$ cat config.mk
export PLATFORM = sky130hd
export DESIGN_NAME = rbc_bias_out
export DESIGN_NICKNAME = d
export VERILOG_FILES = /design/src/rtl/rbc_pkg.sv /design/src/rtl/rbc_level_sel.sv /design/src/rtl/rbc_bias_out.sv
export SDC_FILE = /design/constraint.sdc
export NUM_CORES = 1
export LEC_CHECK = 0
export ABC_AREA = 0
export BUFFER_PORTS_ARGS = -buffer_cell sky130_fd_sc_hd__buf_4
export CAP_MARGIN = 5
export CORE_UTILIZATION = 40
export CTS_BUF_LIST = sky130_fd_sc_hd__clkbuf_4 sky130_fd_sc_hd__clkbuf_8
export CTS_CLUSTER_DIAMETER = 40
export DETAILED_ROUTE_END_ITERATION = 6
export PLACE_DENSITY_LB_ADDON = 0.12
export SYNTH_ARGS = -nofsm -noshare
export SYNTH_HDL_FRONTEND = slang
export SYNTH_HIERARCHICAL = 1
export SYNTH_SLANG_ARGS = --single-unit
$ cat constraint.sdc
create_clock -name mclk_i -period 1.85 [get_ports mclk_i]
set_input_delay 0.555 -clock mclk_i [delete_from_list [all_inputs] [get_ports mclk_i]]
set_output_delay 0.555 -clock mclk_i [all_outputs]
set_load 0.03 [all_outputs]
$ cat src/rtl/rbc_pkg.sv
/*
  rbc_pkg: constants for the rf bias control output block.
  assumes: imported whole by every rbc rtl module.
*/
package rbc_pkg;
  localparam int CTRL_ADDR_W = 8;
  localparam int DATA_W = 16;
  // modem control register holding the rf interface bits
  localparam logic [7:0] CTRL_B_OFFS = 8'h07;
  // modem activity readback register
  localparam logic [7:0] STAT_OFFS = 8'h08;
  localparam int BIAS_EN_BIT = 14;
  localparam int POL_INV_BIT = 13;
  localparam int PORT_SEL_BIT = 12;
  localparam logic [15:0] CTRL_B_RST = 16'h0000;
  localparam logic [15:0] STAT_RST = 16'h0000;

  typedef enum logic [2:0] {
    RBC_IDLE = 3'b000,
    RBC_RX = 3'b001,
    RBC_TX = 3'b010,
    RBC_DOZE = 3'b011,
    RBC_HIBERNATE = 3'b100
  } rbc_radio_state_t;
endpackage : rbc_pkg

$ cat src/rtl/rbc_level_sel.sv
/*
  rbc_level_sel: combinational choice of the bias pin level and enable.
  assumes: inputs come from registers on mclk_i in the parent.
*/
`timescale 1ns/10ps
`default_nettype none
module rbc_level_sel
  import rbc_pkg::*;
(
  input wire logic bias_out_enable_i,
  input wire logic antenna_port_select_i,
  input wire logic bias_polarity_invert_i,
  input wire rbc_radio_state_t radio_state_i,
  output logic level_o,
  output logic drive_o
);
  always_comb begin
    drive_o = bias_out_enable_i;
    level_o = 1'b0;
    case (radio_state_i)
      RBC_TX: begin
        if (antenna_port_select_i) begin
          level_o = 1'b1;
        end else begin
          level_o = ~bias_polarity_invert_i;
        end
      end
      RBC_RX: begin
        if (antenna_port_select_i) begin
          level_o = 1'b0;
        end else begin
          level_o = bias_polarity_invert_i;
        end
      end
      RBC_IDLE, RBC_DOZE, RBC_HIBERNATE: begin
        level_o = 1'b0;
      end
      default: begin
        level_o = 1'b0;
      end
    endcase
  end
endmodule : rbc_level_sel
`default_nettype wire

$ cat src/rtl/rbc_bias_out.sv
/*
  rbc_bias_out: rf bias control pin driver with a small register port.
  assumes: radio activity strobes come from modem logic on mclk_i,
  register master follows the one-cycle strobe protocol.
*/
// Added by the designer: the register addresses and the strobed register port.
`timescale 1ns/10ps
`default_nettype none
// What this block does
// - drive pin when enabled; mode then activity
// - pin level follows transmit or receive activity
// - single port: high transmit, low receive
// - dual port: inversion flips transmit/receive levels
// - idle, doze, hibernate drive low
// - enable bit 14, reset 0, else tristate
// - port select bit 12, reset 0, dual
// - inversion bit 13, reset 0, dual only
module rbc_bias_out
  import rbc_pkg::*;
(
  input wire logic mclk_i,
  input wire logic rst_i,
  input wire logic [CTRL_ADDR_W-1:0] reg_addr_i,
  input wire logic [DATA_W-1:0] reg_wdata_i,
  input wire logic reg_wr_i,
  input wire logic reg_rd_i,
  output logic [DATA_W-1:0] reg_rdata_o,
  input wire logic tx_active_i,
  input wire logic rx_active_i,
  input wire logic doze_i,
  input wire logic hibernate_i,
  output logic rf_bias_ctrl_out_o,
  output logic rf_bias_ctrl_out_oe_o
);
  logic [DATA_W-1:0] ctrl_r;
  logic [DATA_W-1:0] rdata_r;
  rbc_radio_state_t state_r;
  rbc_radio_state_t state_nxt;
  logic level;
  logic drive;
  logic pin_r;
  logic oe_r;

  // only the three rf interface bits are kept; others read as zero
  always_ff @(posedge mclk_i) begin
    if (rst_i) begin
      ctrl_r <= CTRL_B_RST;
    end else if (reg_wr_i && reg_addr_i == CTRL_B_OFFS) begin
      ctrl_r <= CTRL_B_RST;
      ctrl_r[BIAS_EN_BIT] <= reg_wdata_i[BIAS_EN_BIT];
      ctrl_r[POL_INV_BIT] <= reg_wdata_i[POL_INV_BIT];
      ctrl_r[PORT_SEL_BIT] <= reg_wdata_i[PORT_SEL_BIT];
    end
  end

  always_ff @(posedge mclk_i) begin
    if (rst_i) begin
      rdata_r <= STAT_RST;
    end else if (reg_rd_i) begin
      case (reg_addr_i)
        CTRL_B_OFFS: rdata_r <= ctrl_r;
        STAT_OFFS: rdata_r <= {13'h0000, state_r};
        default: rdata_r <= 16'h0000;
      endcase
    end else begin
      rdata_r <= 16'h0000;
    end
  end
  assign reg_rdata_o = rdata_r;

  // transmit wins if both strobes are seen; low power states come next
  always_comb begin
    if (tx_active_i) begin
      state_nxt = RBC_TX;
    end else if (rx_active_i) begin
      state_nxt = RBC_RX;
    end else if (hibernate_i) begin
      state_nxt = RBC_HIBERNATE;
    end else if (doze_i) begin
      state_nxt = RBC_DOZE;
    end else begin
      state_nxt = RBC_IDLE;
    end
  end

  always_ff @(posedge mclk_i) begin
    if (rst_i) begin
      state_r <= RBC_IDLE;
    end else begin
      state_r <= state_nxt;
    end
  end

  rbc_level_sel u_sel (
    .bias_out_enable_i(ctrl_r[BIAS_EN_BIT]),
    .antenna_port_select_i(ctrl_r[PORT_SEL_BIT]),
    .bias_polarity_invert_i(ctrl_r[POL_INV_BIT]),
    .radio_state_i(state_r),
    .level_o(level),
    .drive_o(drive)
  );

  // reset gives a tristated pin; the level register is also cleared to low
  always_ff @(posedge mclk_i) begin
    if (rst_i) begin
      pin_r <= 1'b0;
      oe_r <= 1'b0;
    end else begin
      pin_r <= level;
      oe_r <= drive;
    end
  end
  assign rf_bias_ctrl_out_o = pin_r;
  assign rf_bias_ctrl_out_oe_o = oe_r;
endmodule : rbc_bias_out
`default_nettype wire

# Yosys cells after proc, flatten, opt, wreduce, memory -nomap -nowiden
# Cells that the tools add are included.
dict set report totals {
  ff_bits 24
  input_bits 32
  word_cells 25
}
dict set report classes {
  eq_ne 4
  n_mux 8
  bitwise_logic 2
  n_reduce_logical 4
}
# operator count
set ops {}
lappend ops {{$pmux W15 S2} 1}
lappend ops {{$eq A8 B3 Y1 const B} 1}
lappend ops {{$eq A8 B4 Y1 const B} 1}
lappend ops {{$mux W2} 3}
lappend ops {{$reduce_or A2 Y1} 2}
lappend ops {{$eq A3 B1 Y1 const B} 1}
lappend ops {{$eq A3 B2 Y1 const B} 1}
lappend ops {{$mux W3} 1}
lappend ops {{$reduce_or A3 Y1} 1}
lappend ops {{$mux W1} 2}
lappend ops {{$not A1 Y1} 2}
lappend ops {{$pmux W1 S2} 1}
lappend ops {{$logic_and A1 B1 Y1} 1}

# Longest topological paths before layout
dict set report logic_depth {
  ltp_word 4
  mapped_depth 4
  depth_no_buf 4
}

# Hierarchy
# Netlist, hierarchy kept.
# mod n_inst cells_each area_each_um2 seq_area_each_um2
set by_module_without_submodules {}
lappend by_module_without_submodules {rbc_bias_out 1 58 593.1 280.3}
lappend by_module_without_submodules {rbc_level_sel 1 5 46.3 0.0}

# Least setup slack after synthesis
# No wires, ideal clock.
dict set report synth_timing {
  path_kind {input to register}
  startpoint {in reg_addr_i[5]}
  endpoint {reg rdata_r[0], in the netlist reg_rdata_o[0]}
  setup_ns 0.059
  arrival_time_ns 1.504
  required_ns 1.791
  slack_ns 0.287
  stages 3
  path_cell_list {or4_4 -> nor4_2 -> and2_1}
}
dict set report synth_between {
  elab_chain_len 2
}
# item line
set synth_lines {}
lappend synth_lines {{from (decl)} rbc_bias_out.sv:23} ;# input wire logic [CTRL_ADDR_W-1:0] reg_addr_i,
lappend synth_lines {{$eq A8 B4 Y1 / $eq A8 B3 Y1 (equally long branches)} rbc_bias_out.sv:60} ;# case (reg_addr_i)
lappend synth_lines {{$pmux W15 S2 *} rbc_bias_out.sv:60}
lappend synth_lines {{to (signal assigned)} rbc_bias_out.sv:61} ;# CTRL_B_OFFS: rdata_r <= ctrl_r;
lappend synth_lines {{to (signal assigned)} rbc_bias_out.sv:62} ;# STAT_OFFS: rdata_r <= {13'h0000, state_r};
lappend synth_lines {{to (decl)} rbc_bias_out.sv:36} ;# logic [DATA_W-1:0] rdata_r;
# Mark *: on every way between the ends. The rest lies on a longest branch, timed or not.
# A chain may end at the register's enable or synchronous reset.

# Final worst setup path
# Same ends and word-level chain as after synthesis.

==> impl_metrics.csv <==
group,metric,value,unit
final_layout,multiInputGateArea,292,um2
cts,cts_buffers,3,
worst_setup_path,r2r_start,"ctrl_r[13]",
sta,layout_min_cycle_time,1470,ps
power,switchingPower,0.140,mW
floorplan,die_area,1760,um2
hold_path,min_path_cells,2,
global_route,grtUsageTotal,11.7,%
sta,slew_viol_final,0,
place,hpwl,756,um
synthesis,syn_avg_cell_area,10.1,um2
global_route,grt_max_degree,14,
power,power_switching_share,23.3,%
outcome,status,"finished, final reports clean",
worst_setup_path,r2r_slack,710,ps
floorplan,die_x,42.0,um
detailed_routing,post_drt_wl_per_cell,8.71,um
cts,htree_levels,1,
cts,cts-resized-gates,0,
hold_path,min_to,"state_r[2]",
cts,cts_tree,"built",
synthesis,ys_seq_area_share,43.8,%
floorplan,num_rows,14,
cts,cts_buffer_depth,2,
final_layout,seq_area,280,um2
global_route,grt_overflow_total,0,
synthesis,ys_dominant_reg_cell,"dfxtp_1",
final_layout,areaGrowthSynthToFinish,31.1,%
hold_path,hp-start,"rx_active_i",
worst_setup_path,critPathCaptureType,"flop",
synthesis,synth_cell_types,23,
global_route,grt_pass1_wl,1540,um
synthesis,syn_inst,63,
worst_setup_path,critPathLaunchType,"primary input",
synthesis,syn_area,639,um2
worst_setup_path,cp.arrival,1690,ps
detailed_routing,firstDrtPassIters,2,
cts,clk_pin_slew,80,ps
floorplan,coreArea,1510,um2
final_layout,n_antenna_cell,0,
power,combPwrFrac,13.8,%
floorplan,start_util,42.4,%
detailed_routing,num_vias,462,
worst_setup_path,critPathRequiredTime,2070,ps
final_layout,nNetsFinal,123,
sta,max_freq,681,MHz
worst_setup_path,slowest_stage,"or4_4",
power,power.density,715,nW/um2
run,maxCapViolCount,0,
global_route,first_global_vias,380,
cts,postCtsSetupBuffers,0,
cts,hold_buffers,0,
detailed_routing,drc_errors,0,
synthesis,synth-seq-cells,14,
power,p_seq_share,51.2,%
detailed_routing,via_per_inst,4.36,
cts,clk_latency,270,ps
power,power,0.600,mW
sta,period_share,79.3,%
synthesis,yosys_warnings,6,
hold_path,min_path_type,"in -> reg",
floorplan,die_h,42.0,um
worst_setup_path,r2r_end,"rf_bias_ctrl_out_o",
worst_setup_path,critPathKind,"in -> reg",
global_route,antenna_found_initial,0,
sta,rsz0062_at_grt,"false",
floorplan,pin_count,50,
cts,clock_sinks,14,
worst_setup_path,path_max_fanout,3,
worst_setup_path,r2r_cells,4,
detailed_routing,drt-initial-drc-count,1,
final_layout,drive_gt1_share,40.0,%
power,leakage,0.384,nW
final_layout,n_fill_cell,154,
sta,finalSetupTns,0,ps
cts,cts_root_buf,"clkbuf_4",
power,internal_power,0.460,mW
detailed_routing,wl,923,um
place,portBuffers,26,
synthesis,async_flop_share,0,%
worst_setup_path,max_stage_delay,570,ps
sta,setup-violations-final,0,
sta,fin_skew,3.86,ps
detailed_routing,ant_nets,0,
power,clockPowerShare,35.0,%
power,irDropWorstVdd,509,uV
sta,hold_viol,0,
place,globalplace.congestion,0.720,
worst_setup_path,crit_chain,"buf_4, or4_4, nor4_2, and2_1",
synthesis,synth-edff-count,0,
-- sequential cells by signal, indices dropped and copies added (netlist names) --
register	cells
rf_bias_ctrl_out_oe_o	1
reg_rdata_o	6
rf_bias_ctrl_out_o	1
ctrl_r	3
state_r	3
-- routing by layer --
| layer | GRT usage [%] | routed length, um | vias up |
|---|---|---|---|
| met1 | 13.2 | 390 | 197 |
| met3 | 6.90 | 89 | 0 |
| met2 | 19.4 | 443 | 24 |
| li1 | - | - | 241 |
| met5 | 0 | 0 | - |
| met4 | 1.94 | 0 | 0 |
-- metrics by stage --
step / util, % / setup WS [ps] / instance area [um2] / std cells / hold WS (ps)
finish: 55.6 / 382 / 838 / 106 / 453
global route: 55.6 / 291 / 838 / 106 / 442
CTS: 55.6 / 358 / 838 / 106 / 442
detailed placement: 53.2 / 67.6 / 802 / 102 / 464
global placement: 53.2 / 75.7 / 802 / 102 / 452
floorplan: - / 287 / 673 / 72 / 434
-- power groups by stage --
stage	Combinational, mW	Sequential [mW]	Clock [mW]
3_5_place_dp	0.0827	0.314	0
3_3_place_gp	0.0817	0.314	0
2_1_floorplan	0.0617	0.316	0
6_report	0.0826	0.307	0.210
5_1_grt	0.0889	0.308	0.231
4_1_cts	0.0830	0.307	0.218
-- kinds of logic after synthesis --
logic type	count (synthesis)	synth area share, %
multiplexers	3	4.70
AND/OR/NAND/NOR	26	31.9
other	1	0.587
AO/OA/AOI/OAI	3	3.13
flip-flops	14	43.8
buffers and inverters	16	15.9
-- cell usage after synthesis (all sizes together) (2+ instances only) --
cell type  count  share of area, %
nor2b          2               2.0
nand2b         7               8.0
and2           6               5.9
buf           11                13
inv            4               2.3
nor3           2               3.3
mux2i          3               4.7
a21oi          2               2.2
nor4           3               4.9
dfxtp         14                44
-- worst max-delay path by stage --
stage                   from              to  slack [ps]  cells past startpoint
3_5_place_dp   reg_addr_i[5]  reg_rdata_o[0]          70                      4
4_1_cts        reg_addr_i[5]  reg_rdata_o[0]         360                      4
2_1_floorplan  reg_addr_i[5]  reg_rdata_o[0]         290                      3
3_3_place_gp   reg_addr_i[5]  reg_rdata_o[0]          80                      4
6_report       reg_addr_i[5]  reg_rdata_o[0]         380                      4
5_1_grt        reg_addr_i[5]  reg_rdata_o[2]         290                      4
-- final cells by class --
type / count / share of cell area [%]
tap: 16 / 2.39
inverter: 4 / 1.79
sequential: 14 / 33.4
multi-input combinational: 42 / 34.8
clock buffer: 4 / 4.33
timing repair buffer: 26 / 23.3
-- cells in the final DEF (no fill, tap or decap) --
cell       n
buf_4     26
dfxtp_1   14
conb_1    10
nand2b_1   6
and2_1     6
inv_1      4
mux2i_1    3
clkbuf_4   3
nor2b_1    2
nor4_2     2
nand4b_1   1
or4_4      1
nor3_4     1
a31oi_1    1
nor2_1     1
or4b_1     1
a21oi_1    1
nor3_1     1
nor4_1     1
clkbuf_8   1
nand2b_4   1
or3b_1     1
nand3b_1   1
a21oi_2    1
-- worst max-delay path, delay by kind of cell --
family / cells / cell delay (ps)
buffers and inverters: 1 / 110
AND/OR/NAND/NOR: 3 / 1030
(Power assumes the default switching activity.)
